File: src/sxe_consts.vh
// Constants for the subtract, swap, exchange and exclusive-OR executor
`ifndef SXE_CONSTS_VH
`define SXE_CONSTS_VH

`define SXE_GRP_SUB 4'h9
`define SXE_GRP_XOR 4'h6
`define SXE_GRP_XCH 4'hc
`define SXE_GRP_DIGIT_EXCHANGE 4'hd
`define SXE_OP_SWAP 8'hc4
`define SXE_OP_XCHD0 8'hd6
`define SXE_OP_XCHD1 8'hd7

`define SXE_LO_XOR_DA 4'h2
`define SXE_LO_XOR_DI 4'h3
`define SXE_LO_IMM 4'h4
`define SXE_LO_DIR 4'h5
`define SXE_LO_IND0 4'h6
`define SXE_LO_IND1 4'h7

`define SXE_ST_IDLE 2'h0
`define SXE_ST_PTR 2'h1
`define SXE_ST_OPR 2'h2
`define SXE_ST_EXEC 2'h3

`define SXE_BYTES_1 2'h1
`define SXE_BYTES_2 2'h2
`define SXE_BYTES_3 2'h3
`define SXE_CYC_1 2'h1
`define SXE_CYC_2 2'h2

`endif

File: src/sxe_exec.v
// Decoder and executor for subtract, swap, exchange and exclusive-OR opcodes
`timescale 1ns/1ps
`include "sxe_consts.vh"

module sxe_exec #(
    parameter DW = 8
) (
    input wire clock,
    input wire rst_n,
    input wire exec_start,
    input wire [7:0] opcode,
    input wire [7:0] byte1,
    input wire [7:0] byte2,
    input wire [DW-1:0] acc_in,
    input wire carry_in,
    input wire auxiliary_carry_flag_in,
    input wire overflow_flag_in,
    input wire [1:0] bank_sel,
    input wire [DW-1:0] mem_rd_data,
    output wire decode_hit,
    output wire busy,
    output wire [1:0] instr_bytes,
    output wire [1:0] instr_cycles,
    output reg mem_rd_req_reg,
    output reg [7:0] mem_rd_addr_reg,
    output reg mem_rd_indirect_reg,
    output reg mem_rd_latch_reg,
    output reg mem_wr_en_reg,
    output reg [7:0] mem_wr_addr_reg,
    output reg mem_wr_indirect_reg,
    output reg [DW-1:0] mem_wr_data_reg,
    output reg acc_wr_en_reg,
    output reg [DW-1:0] acc_wr_data_reg,
    output reg flag_wr_en_reg,
    output reg carry_out_reg,
    output reg auxiliary_carry_flag_out_reg,
    output reg overflow_flag_out_reg,
    output reg done_reg
);

    reg [1:0] state_reg;
    reg [7:0] op_reg;
    reg [7:0] b1_reg;
    reg [7:0] b2_reg;
    reg [DW-1:0] acc_reg;
    reg cy_reg;
    reg ac_reg;
    reg ov_reg;
    reg [7:0] ptr_reg;
    reg [DW-1:0] opnd_reg;

    // Decode of the incoming opcode
    wire [3:0] hi = opcode[7:4];
    wire [3:0] lo = opcode[3:0];
    wire lo_src = (lo >= `SXE_LO_IMM);
    wire is_sub = (hi == `SXE_GRP_SUB) && lo_src;
    wire is_xor = (hi == `SXE_GRP_XOR) && (lo >= `SXE_LO_XOR_DA);
    wire is_swap = (opcode == `SXE_OP_SWAP);
    wire is_xch = (hi == `SXE_GRP_XCH) && (lo > `SXE_LO_IMM);
    wire is_digit_exchange = (opcode == `SXE_OP_XCHD0) || (opcode == `SXE_OP_XCHD1);
    assign decode_hit = is_sub || is_xor || is_swap || is_xch || is_digit_exchange;
    assign busy = (state_reg != `SXE_ST_IDLE);

    wire in_ind = (lo == `SXE_LO_IND0) || (lo == `SXE_LO_IND1);
    wire in_reg = opcode[3];
    wire in_imm = (lo == `SXE_LO_IMM) && !is_swap;
    wire in_dir = (lo == `SXE_LO_DIR) || (is_xor && (lo == `SXE_LO_XOR_DA))
                  || (is_xor && (lo == `SXE_LO_XOR_DI));

    // Length and documented cycle count reported to the fetch sequencer
    assign instr_bytes = !decode_hit ? 2'h0 :
                         (is_xor && lo == `SXE_LO_XOR_DI) ? `SXE_BYTES_3 :
                         (in_imm || in_dir) ? `SXE_BYTES_2 : `SXE_BYTES_1;
    assign instr_cycles = !decode_hit ? 2'h0 :
                          (is_xor && lo == `SXE_LO_XOR_DI) ? `SXE_CYC_2 :
                          `SXE_CYC_1;

    // Decode of the latched opcode for execution
    wire [3:0] hi_q = op_reg[7:4];
    wire [3:0] lo_q = op_reg[3:0];
    wire q_sub = (hi_q == `SXE_GRP_SUB);
    wire q_xor = (hi_q == `SXE_GRP_XOR);
    wire q_swap = (op_reg == `SXE_OP_SWAP);
    wire q_digit_exchange = (hi_q == `SXE_GRP_DIGIT_EXCHANGE);
    wire q_xch = (hi_q == `SXE_GRP_XCH) && !q_swap;
    wire q_imm = (lo_q == `SXE_LO_IMM);
    wire q_ind = (lo_q == `SXE_LO_IND0) || (lo_q == `SXE_LO_IND1);
    wire q_reg = op_reg[3];
    wire q_xor_da = q_xor && (lo_q == `SXE_LO_XOR_DA);
    wire q_xor_di = q_xor && (lo_q == `SXE_LO_XOR_DI);
    wire q_dest_dir = q_xor_da || q_xor_di;

    wire [DW-1:0] src = q_imm ? b1_reg : opnd_reg;

    // Borrow chain for subtraction
    wire [4:0] low_diff = {1'b0, acc_reg[3:0]} - {1'b0, src[3:0]} - {4'h0, cy_reg};
    wire [7:0] mid_diff = {1'b0, acc_reg[6:0]} - {1'b0, src[6:0]} - {7'h00, cy_reg};
    wire [8:0] full_diff = {1'b0, acc_reg} - {1'b0, src} - {8'h00, cy_reg};
    wire bor7 = full_diff[8];
    wire bor3 = low_diff[4];
    wire bor6 = mid_diff[7];

    wire [DW-1:0] xor_val = opnd_reg ^ (q_xor_di ? b2_reg : acc_reg);
    wire [7:0] reg_addr = {3'h0, bank_sel, op_reg[2:0]};
    wire [7:0] wr_addr = q_ind ? ptr_reg : (q_reg ? reg_addr : b1_reg);

    always @(posedge clock) begin
        if (!rst_n) begin
            state_reg <= `SXE_ST_IDLE;
            op_reg <= 8'h00;
            b1_reg <= 8'h00;
            b2_reg <= 8'h00;
            acc_reg <= {DW{1'b0}};
            cy_reg <= 1'b0;
            ac_reg <= 1'b0;
            ov_reg <= 1'b0;
            ptr_reg <= 8'h00;
            opnd_reg <= {DW{1'b0}};
            mem_rd_req_reg <= 1'b0;
            mem_rd_addr_reg <= 8'h00;
            mem_rd_indirect_reg <= 1'b0;
            mem_rd_latch_reg <= 1'b0;
            mem_wr_en_reg <= 1'b0;
            mem_wr_addr_reg <= 8'h00;
            mem_wr_indirect_reg <= 1'b0;
            mem_wr_data_reg <= {DW{1'b0}};
            acc_wr_en_reg <= 1'b0;
            acc_wr_data_reg <= {DW{1'b0}};
            flag_wr_en_reg <= 1'b0;
            carry_out_reg <= 1'b0;
            auxiliary_carry_flag_out_reg <= 1'b0;
            overflow_flag_out_reg <= 1'b0;
            done_reg <= 1'b0;
        end else begin
            mem_wr_en_reg <= 1'b0;
            acc_wr_en_reg <= 1'b0;
            flag_wr_en_reg <= 1'b0;
            done_reg <= 1'b0;
            case (state_reg)
                `SXE_ST_IDLE: begin
                    mem_rd_req_reg <= 1'b0;
                    mem_rd_latch_reg <= 1'b0;
                    if (exec_start && decode_hit) begin
                        op_reg <= opcode;
                        b1_reg <= byte1;
                        b2_reg <= byte2;
                        acc_reg <= acc_in;
                        cy_reg <= carry_in;
                        ac_reg <= auxiliary_carry_flag_in;
                        ov_reg <= overflow_flag_in;
                        if (in_ind && !is_swap) begin
                            // Fetch pointer register of active bank
                            mem_rd_req_reg <= 1'b1;
                            mem_rd_addr_reg <= {3'h0, bank_sel, 2'h0, opcode[0]};
                            mem_rd_indirect_reg <= 1'b0;
                            state_reg <= `SXE_ST_PTR;
                        end else if (in_reg || in_dir) begin
                            mem_rd_req_reg <= 1'b1;
                            mem_rd_addr_reg <= in_reg ? {3'h0, bank_sel, opcode[2:0]} : byte1;
                            mem_rd_indirect_reg <= 1'b0;
                            mem_rd_latch_reg <= is_xor && !in_reg
                                                && (lo < `SXE_LO_IMM);
                            state_reg <= `SXE_ST_OPR;
                        end else begin
                            state_reg <= `SXE_ST_EXEC;
                        end
                    end
                end
                `SXE_ST_PTR: begin
                    ptr_reg <= mem_rd_data[7:0];
                    mem_rd_addr_reg <= mem_rd_data[7:0];
                    mem_rd_indirect_reg <= 1'b1;
                    state_reg <= `SXE_ST_OPR;
                end
                `SXE_ST_OPR: begin
                    opnd_reg <= mem_rd_data;
                    mem_rd_req_reg <= 1'b0;
                    mem_rd_latch_reg <= 1'b0;
                    state_reg <= `SXE_ST_EXEC;
                end
                `SXE_ST_EXEC: begin
                    done_reg <= 1'b1;
                    mem_wr_addr_reg <= wr_addr;
                    mem_wr_indirect_reg <= q_ind;
                    // Unchanged flags shown; subtract overrides below
                    carry_out_reg <= cy_reg;
                    auxiliary_carry_flag_out_reg <= ac_reg;
                    overflow_flag_out_reg <= ov_reg;
                    if (q_sub) begin
                        acc_wr_en_reg <= 1'b1;
                        acc_wr_data_reg <= full_diff[7:0];
                        flag_wr_en_reg <= 1'b1;
                        carry_out_reg <= bor7;
                        auxiliary_carry_flag_out_reg <= bor3;
                        overflow_flag_out_reg <= bor6 ^ bor7;
                    end else if (q_swap) begin
                        acc_wr_en_reg <= 1'b1;
                        acc_wr_data_reg <= {acc_reg[3:0], acc_reg[7:4]};
                    end else if (q_xch) begin
                        acc_wr_en_reg <= 1'b1;
                        acc_wr_data_reg <= opnd_reg;
                        mem_wr_en_reg <= 1'b1;
                        mem_wr_data_reg <= acc_reg;
                    end else if (q_digit_exchange) begin
                        acc_wr_en_reg <= 1'b1;
                        acc_wr_data_reg <= {acc_reg[7:4], opnd_reg[3:0]};
                        mem_wr_en_reg <= 1'b1;
                        mem_wr_data_reg <= {opnd_reg[7:4], acc_reg[3:0]};
                    end else if (q_dest_dir) begin
                        mem_wr_en_reg <= 1'b1;
                        mem_wr_data_reg <= xor_val;
                    end else begin
                        acc_wr_en_reg <= 1'b1;
                        acc_wr_data_reg <= acc_reg ^ src;
                    end
                    state_reg <= `SXE_ST_IDLE;
                end
                default: begin
                    state_reg <= `SXE_ST_IDLE;
                end
            endcase
        end
    end

endmodule

File: config.mk
export PLATFORM = sky130hd
export DESIGN_NAME = sxe_exec
export DESIGN_NICKNAME = d
export VERILOG_FILES = /design/src/sxe_exec.v
export VERILOG_INCLUDE_DIRS = /design/src
export SDC_FILE = /design/constraint.sdc
export NUM_CORES = 1
export LEC_CHECK = 0
export BUFFER_PORTS_ARGS = -buffer_cell sky130_fd_sc_hd__buf_4
export CAP_MARGIN = 40
export CORE_MARGIN = 5
export CORE_UTILIZATION = 45
export CTS_CLUSTER_DIAMETER = 40
export DETAILED_ROUTE_END_ITERATION = 8
export GPL_ROUTABILITY_DRIVEN = 0
export GPL_TIMING_DRIVEN = 0
export PLACE_DENSITY_LB_ADDON = 0.3
export SYNTH_ARGS = -nofsm -noshare
export SYNTH_HDL_FRONTEND = slang
export SYNTH_SLANG_ARGS = --single-unit
File: constraint.sdc
create_clock -name clock -period 3.9 [get_ports clock]
set_input_delay 0.78 -clock clock [delete_from_list [all_inputs] [get_ports clock]]
set_output_delay 0.78 -clock clock [all_outputs]
set_load 0.03 [all_outputs]
* After elaboration in Yosys (flattened, before gate mapping)
Index checks and enable logic that the tools add are counted.
** Operators by class
- $add $sub $neg :: 6
- Magnitude comparators :: 4
- Equality and inequality tests :: 28
- Multiplexer cells :: 51
- Bitwise operators :: 7
- Reduce and logical (&&, ||, !) cells :: 39
** Operators with widths (number)
- $mux W8 :: 16
- $eq A4 B3 Y1 const B :: 9
- $eq A8 B8 Y1 const B :: 4
- $mux W1 :: 23
- $eq A4 B4 Y1 const B :: 5
- $eq A4 B2 Y1 const B :: 4
- $pmux W8 S2 :: 1
- $xor A8 B8 Y8 :: 2
- $mux W2 :: 7
- $logic_and A1 B1 Y1 :: 13
- $logic_or A1 B1 Y1 :: 12
- $sub A8 B8 Y9 :: 1
- $sub A9 B1 Y9 :: 1
- $pmux W2 S4 :: 1
- $sub A7 B7 Y8 :: 1
- $sub A8 B1 Y8 :: 1
- $pmux W1 S2 :: 3
- $reduce_and A2 Y1 :: 3
- $reduce_bool A2 Y1 :: 3
- $ne A5 B5 Y1 const B :: 1
- $sub A4 B4 Y5 :: 1
- $sub A5 B1 Y5 :: 1
- $eq A2 B2 Y1 const B :: 2
- $ge A4 B2 Y1 const B :: 1
- 14 further kinds :: 19
** Storage, ports and cells
- Register bits after elaboration :: 96
- Input bits :: 48
- Output and inout port bits :: 49
- Word-level logic and storage cells :: 160

* Logic depth before layout (Yosys ltp)
Gate-level depths: netlist (run 1).
- Depth in word-level cells :: 10
- Mapped depth :: 14
- Gate-level depth less buffers :: 13

* Worst setup path before layout (run 1)
No wires, ideal clock.
- Path type :: register to register
- Start point :: reg op_reg[0]
- End point :: reg overflow_flag_out_reg
- Library setup time :: 0.126 ns
- Arrival :: 3.266 ns
- Data required time :: 3.774 ns
- Slack :: 0.508 ns
- Stages on the path, launching flop included :: 14
- Buffers on the path :: 1
- Period minus slack after synthesis :: 3.392 ns
- Cells stage by stage :: dfxtp_1 buf_2 nor4b_2 mux2_2 fa_1 inv_1 ha_1 nor2_1 fa_1 a21bo_2 a211oi_1 o211ai_1 xnor2_1 a31oi_1
** On the way
- Word-level cells in the longest chain between the ends :: 6
** Ends and longest elaborated chain
- from (decl) :: line sxe_exec.v:42 : reg [7:0] op_reg;
- from (signal assigned) :: line sxe_exec.v:144 : op_reg <= opcode;
- $eq A4 B3 Y1 (no line) *
- $mux W8 * :: line sxe_exec.v:93 : wire [DW-1:0] src = q_imm ? b1_reg : opnd_reg;
- $sub A8 B8 Y9 / $sub A7 B7 Y8 (equally long branches) :: line sxe_exec.v:98, sxe_exec.v:97
- $sub A9 B1 Y9 / $sub A8 B1 Y8 (equally long branches) :: line sxe_exec.v:98, sxe_exec.v:97
- $xor A1 B1 Y1 * :: line sxe_exec.v:195 : overflow_flag_out_reg <= bor6 ^ bor7;
- $mux W1 * :: line sxe_exec.v:189 : if (q_sub) begin
- to (signal assigned) :: line sxe_exec.v:188 : overflow_flag_out_reg <= ov_reg;
- to (signal assigned) :: line sxe_exec.v:195
- to (decl) :: line sxe_exec.v:37 : output reg overflow_flag_out_reg,
Mark *: on every way between the ends. The rest lies on a longest branch, timed or not.
A chain may end at the register's enable or synchronous reset.

* Worst setup path after layout (run 1)
Ends and elaborated chain as after synthesis.

==> results of run 1 <==
-- worst max-delay path, stage by stage, from the launching register on --
cell and delay [ns]:
dfxtp_1 0.29, buf_2 0.19, nor4b_4 0.39, mux2_2 0.43, fa_1 0.48, inv_1 0.08, ha_1 0.15, nor2_1 0.06
fa_1 0.42, a21bo_2 0.27, a2111o_1 0.38, o211ai_1 0.14, xnor2_1 0.17, a31oi_1 0.11
-- metrics by stage --
stage               std cells  power, mW  area [um^2]
floorplan                 674       1.82         5470
global placement          914       2.06         6350
detailed placement        914       2.10         6350
CTS                       929       3.07         6670
global route              929       3.21         6690
finish                    929       3.09         6690
-- where the power goes --
group	internal, mW	switching [mW]	total [mW]
Sequential	1.06	0.0828	1.14
Clock	0.565	0.411	0.975
Combinational	0.412	0.557	0.970
-- layout make-up --
cell class / instances / share of cell area
Inverter: 32 / 0.0180
Timing Repair Buffer: 93 / 0.104
Clock inverter: 6 / 0.0138
Tap cell: 147 / 0.0275
Buffer: 45 / 0.0290
Multi-Input combinational cell: 501 / 0.486
Clock buffer: 9 / 0.0337
Sequential cell: 96 / 0.288
-- layout by cell type, fill, tap and decap left out, types with 13 or more instances in the layout --
cell,instances
nand2b_1,18
nor2_1,20
o21ai_0,50
ha_1,18
nand2_1,132
mux2i_1,30
clkbuf_1,29
nor2b_1,21
buf_2,14
inv_1,31
dfxtp_1,95
buf_4,93
nand3_1,13
a21boi_0,43
a21oi_1,24
-- metal layers --
metal / vias up / GRT usage / part of all wire
met1: 2520 / 0.312 / 0.43
met3: 42 / 0.0407 / 0.065
met4: 0 / 0.0800 / 0.024
li1: 2562 / - / -
met5: - / 0 / 0
met2: 208 / 0.389 / 0.48
-- worst min path at each step --
stage	slack, ns	start	endpoint
after floorplan	0.44	ov_reg	ov_reg
after global placement	0.45	acc_wr_data_reg[0]	acc_wr_data_reg[0]
after detailed placement	0.45	mem_rd_latch_reg	mem_rd_latch_reg
after CTS	0.46	mem_rd_latch_reg	mem_rd_latch_reg
after global routing	0.49	acc_wr_data_reg[0]	acc_wr_data_reg[0]
final	0.46	acc_wr_data_reg[0]	acc_wr_data_reg[0]
-- Yosys cell counts (all sizes together), types with 3 or more instances --
| master | count |
|---|---|
| a211oi | 8 |
| a21boi | 49 |
| a21oi | 24 |
| a22o | 6 |
| a22oi | 5 |
| a31oi | 6 |
| a41oi | 6 |
| and2 | 5 |
| and3b | 4 |
| buf | 16 |
| clkbuf | 29 |
| dfxtp | 96 |
| ha | 18 |
| inv | 32 |
| mux2 | 5 |
| mux2i | 30 |
| nand2 | 132 |
| nand2b | 18 |
| nand3 | 13 |
| nand3b | 6 |
| nor2 | 20 |
| nor2b | 21 |
| nor3 | 7 |
| nor3b | 3 |
| nor4b | 4 |
| o211ai | 9 |
| o21ai | 51 |
| o22ai | 4 |
| o31ai | 6 |
| xnor2 | 7 |
| xor2 | 4 |
-- repair_timing --
action,in CTS,in global routing
hold endpoints to repair,0,0
hold buffers,0,0
gates resized for setup,0,3
setup endpoints to repair,0,3
-- cell families (layout without fill, tap and decap cells) --
| kind of cell | after synthesis | in the layout | share of synthesized area |
|---|---|---|---|
| AOI/OAI and AO/OA | 191 | 191 | 0.239 |
| xor gates and xnor gates | 11 | 11 | 0.0176 |
| adders and majority gates | 20 | 20 | 0.0485 |
| buffers and inverters | 77 | 185 | 0.0574 |
| DFF | 96 | 96 | 0.351 |
| muxes | 35 | 35 | 0.0652 |
| and+or+nand+nor | 244 | 244 | 0.221 |
==> results.py, run 1 <==
metrics = {
    "clocking": {
        "clock_path_buffers": 2,
        "tritoncts": "done",
        "cts_root_buf": "clkbuf_16",
        "cts_setup_buffers": 0,
        "htreeDepth": 3,
        "numCtsBuffers": 9,
        "cts_sinks": 96,
        "clk_transition_reported_paths_ns": 0.07,
        "clk_latency_ns": 0.35,
    },
    "floorplan": {
        "core_area_um2": 12000,
        "start_util": 0.457,
        "die_h_um": 120,
        "fp-row-count": 40,
        "die_area_um2": 14500,
        "io_pins": 97,
        "die-width_um": 120,
    },
    "setup_path": {
        "path_max_fanout": 9,
        "worstReg2RegStart": "op_reg[0]",
        "critPathLaunch": "op_reg[0]",
        "r2r-end": "overflow_flag_out_reg",
        "r2r_slack_ns": 0.22,
        "start_kind": "flop",
        "crit_end": "overflow_flag_out_reg",
        "crit_type": "reg -> reg",
        "worst_ep_arrival_time_ns": 3.90,
        "worst_ep_required_time_ns": 4.13,
        "ff2ff_path_depth": 13,
        "end_kind": "flop",
    },
    "synthesis": {
        "syn_inst": 674,
        "ys_types": 64,
        "ys_ff_latch": 96,
        "syn-num-nets": 742,
        "synth_area_leader_cell": "dfxtp_1",
        "yosys.area.top_type_share": 0.351,
        "avgSynthCellArea_um2": 8.12,
        "synth_area_leaders": "dfxtp_1 35%, nand2_1 9.1%, a21boi_0 5.9%",
        "synthesis.area_um2": 5470,
        "ys_async_sr_fraction": 0,
        "yosysWarnings": 0,
        "ys.flop_type": "dfxtp_1",
        "synth_edf_count": 0,
        "yosysSeqAreaShare": 0.351,
    },
    "global_route": {
        "grt_pass1_wl_mm": 27.1,
        "grt_pass1_vias": 5121,
        "grt_max_degree": 17,
        "antenna_found_initial": 0,
        "overflow": 0,
        "grt.total_usage": 0.235,
    },
    "sta": {
        "timing.fmax_mhz": 272,
        "tightest_slew_ns": 0.832,
        "max-slew-margin-rel": 0.445,
        "tns_ns": 0,
        "slew_viol_final": 0,
        "fin_crit_sh": 0.943,
        "clock-skew-final_ns": 0.00588,
        "hold_violations": 0,
        "rsz0062_at_grt": "false",
        "finalSetupViolations": 0,
        "hold-worst-slack_ns": 0.465,
        "fin_crit_ns": 3.68,
        "setup_ws_ns": 0.223,
    },
    "worst_hold_path": {
        "hold_path.class": "reg -> reg",
        "whs_path_depth": 2,
    },
    "routing": {
        "drt_pass1_iterations": 6,
        "drc": 0,
        "wl_mm": 17.1,
        "vias": 5332,
        "viasPerCell": 5.74,
        "antenna_left": 0,
        "drt_iter0_markers": 395,
        "routedWlPerCell_um": 18.4,
    },
    "outcome": {
        "status": "complete, no violations",
    },
    "finish": {
        "fillers": 1107,
        "antenna_cells": 0,
        "area_growth_pct": 22.2,
        "fin_util": 0.559,
        "multi_input_area_um2": 3250,
        "seq_area_um2": 1920,
        "drive_gt1_frac": 0.184,
        "nNetsFinal": 846,
    },
    "run": {
        "max_cap_violations": 0,
    },
    "place": {
        "dp_hpwl_mm": 13.1,
        "place_ws_ns": 0.104,
        "io_buffers": 93,
    },
    "pwr": {
        "leakage_nw": 2.69,
        "power_density_nw_per_um2": 462,
        "ir_drop_v": 0.000216,
    },
}
No activity file was read; power rests on OpenSTA's default activity.
==> inputs of run 2 (changes only) <==
--- a/config.mk
+++ b/config.mk
@@ -8,6 +8,8 @@
 export LEC_CHECK = 0
 export BUFFER_PORTS_ARGS = -buffer_cell sky130_fd_sc_hd__buf_4
 export CAP_MARGIN = 40
+export CELL_PAD_IN_SITES_DETAIL_PLACEMENT = 0
+export CELL_PAD_IN_SITES_GLOBAL_PLACEMENT = 1
 export CORE_MARGIN = 5
 export CORE_UTILIZATION = 45
 export CTS_CLUSTER_DIAMETER = 40
@@ -15,6 +17,7 @@
 export GPL_ROUTABILITY_DRIVEN = 0
 export GPL_TIMING_DRIVEN = 0
 export PLACE_DENSITY_LB_ADDON = 0.3
+export REMOVE_ABC_BUFFERS = 1
 export SYNTH_ARGS = -nofsm -noshare
 export SYNTH_HDL_FRONTEND = slang
 export SYNTH_SLANG_ARGS = --single-unit
==> constraint.sdc (replaced) <==
create_clock -name clock -period 4.5 [get_ports clock]
set_input_delay 0.9 -clock clock [delete_from_list [all_inputs] [get_ports clock]]
set_output_delay 0.9 -clock clock [all_outputs]
set_load 0.03 [all_outputs]
==> results.py, run 2 (same netlist as run 1, synthesis figures left out) <==
metrics = {
    "clocking": {
        "cts_setup_buffers": 0,
        "clk_transition_reported_paths_ns": 0.08,
        "cts_hold_buf": 0,
        "htreeDepth": 3,
        "tritoncts": "done",
        "clock_path_buffers": 2,
        "cts_sinks": 96,
        "numCtsBuffers": 9,
        "post_cts_resize_count": 0,
        "clk_latency_ns": 0.36,
        "cts_root_buf": "clkbuf_16",
    },
    "place": {
        "dp_hpwl_mm": 11.0,
        "place_ws_ns": 0.257,
        "placedCellCount": 877,
        "io_buffers": 96,
    },
    "setup_path": {
        "end_kind": "flop",
        "worst_ep_arrival_time_ns": 4.50,
        "worst_ep_required_time_ns": 4.73,
        "crit_type": "reg -> reg",
        "ff2ff_path_depth": 13,
        "start_kind": "flop",
        "r2r_slack_ns": 0.23,
        "path_max_fanout": 17,
        "r2r-end": "overflow_flag_out_reg",
        "worstReg2RegStart": "op_reg[3]",
        "critPathLaunch": "op_reg[3]",
    },
    "sta": {
        "finalSetupViolations": 0,
        "fin_crit_ns": 4.27,
        "clock-skew-final_ns": 0.0120,
        "rsz0062_at_grt": "false",
        "setup_ws_ns": 0.230,
        "hold-worst-slack_ns": 0.468,
        "slew_viol_final": 0,
        "max-slew-margin-rel": 0.396,
        "tightest_slew_ns": 0.906,
        "timing.fmax_mhz": 234,
        "fin_crit_sh": 0.949,
        "hold_violations": 0,
    },
    "floorplan": {
        "start_util": 0.457,
        "die_h_um": 120,
        "die-width_um": 120,
        "fp-row-count": 40,
        "io_pins": 97,
        "core_area_um2": 12000,
        "die_area_um2": 14500,
    },
    "finish": {
        "final_cell_mix": "132 x nand2_1, 97 x buf_4, 96 x dfxtp_1, 50 x o21ai_0, 43 x a21boi_0",
        "antenna_cells": 0,
        "drive_gt1_frac": 0.184,
        "fin_util": 0.548,
        "final_common_cell": "nand2_1",
        "nNetsFinal": 809,
        "fin_cells": 893,
        "area_growth_pct": 19.7,
    },
    "routing": {
        "drc": 0,
        "drt_iter0_markers": 303,
        "wl_mm": 14.7,
        "routedWlPerCell_um": 16.5,
        "vias": 4969,
        "viasPerCell": 5.56,
        "drt_pass1_iterations": 4,
        "antenna_left": 0,
    },
    "global_route": {
        "grt_max_degree": 104,
        "grt.total_usage": 0.208,
        "grt_pass1_vias": 4793,
        "grt_pass1_wl_mm": 24.3,
        "antenna_found_initial": 0,
        "overflow": 0,
    },
    "pwr": {
        "power_density_nw_per_um2": 387,
        "p_total_mw": 2.54,
        "ir_drop_v": 0.000284,
        "leakage_nw": 2.63,
    },
    "worst_hold_path": {
        "holdCritStartpoint": "acc_wr_data_reg[1]",
        "hold_path.class": "reg -> reg",
        "hold_end": "acc_wr_data_reg[1]",
        "whs_path_depth": 2,
    },
    "run": {
        "max_cap_violations": 0,
    },
    "outcome": {
        "status": "complete, no violations",
    },
}
-- run 2: cell count changes in the layout (fill, tap and decap cells not counted), moves of 2 or more --
cell,change
buf_2,-14
buf_4,+4
buf_8,+2
bufinv_16,-2
clkbuf_1,-29
clkinv_4,+2
-- run 2: power by group --
| part | internal (mW) | total (mW) | switching [mW] |
|---|---|---|---|
| Combinational | 0.351 | 0.788 | 0.437 |
| Clock | 0.388 | 0.751 | 0.363 |
| Sequential | 0.919 | 0.996 | 0.0776 |
-- run 2: area by class of cell --
class | instances | area, um^2
inverters | 32 | 120
fillers | 1129 | 5410
flip-flops and latches | 96 | 1920
clock inverters | 7 | 62.6
multi-input cells | 501 | 3260
repair buffers | 101 | 781
clock buffers | 9 | 225
well taps | 147 | 184
-- run 2: metal layers --
layer,part of all wire,track usage,wire (um)
met5,0,0,0
met4,0.021,0.0729,311
met3,0.047,0.0398,688
met2,0.47,0.343,6930
met1,0.46,0.272,6800
-- run 2: worst max-delay path: stages, from the launching register on --
cell and delay [ns]:
dfxtp_1 0.53, nor4b_2 0.69, buf_4 0.28, mux2_2 0.37, fa_1 0.46, inv_1 0.08
ha_1 0.16, nor2_1 0.06, fa_1 0.42, a21bo_2 0.26, a211oi_1 0.32, o211ai_1 0.21
xnor2_1 0.21, a31oi_1 0.09
-- run 2: through the flow --
step	cell area [um^2]	TNS, ns
finish	6550	0
global route	6550	0
CTS	6550	0
detailed placement	6260	0
global placement	6180	-0.0237
floorplan	5280	0
-- run 2: worst max-delay path by stage --
stage                             to  slack (ns)
2_1_floorplan  overflow_flag_out_reg        0.72
4_1_cts                carry_out_reg        0.22
5_1_grt                carry_out_reg       0.007
3_5_place_dp           carry_out_reg        0.26
6_report       overflow_flag_out_reg        0.23
3_3_place_gp   overflow_flag_out_reg       -0.01
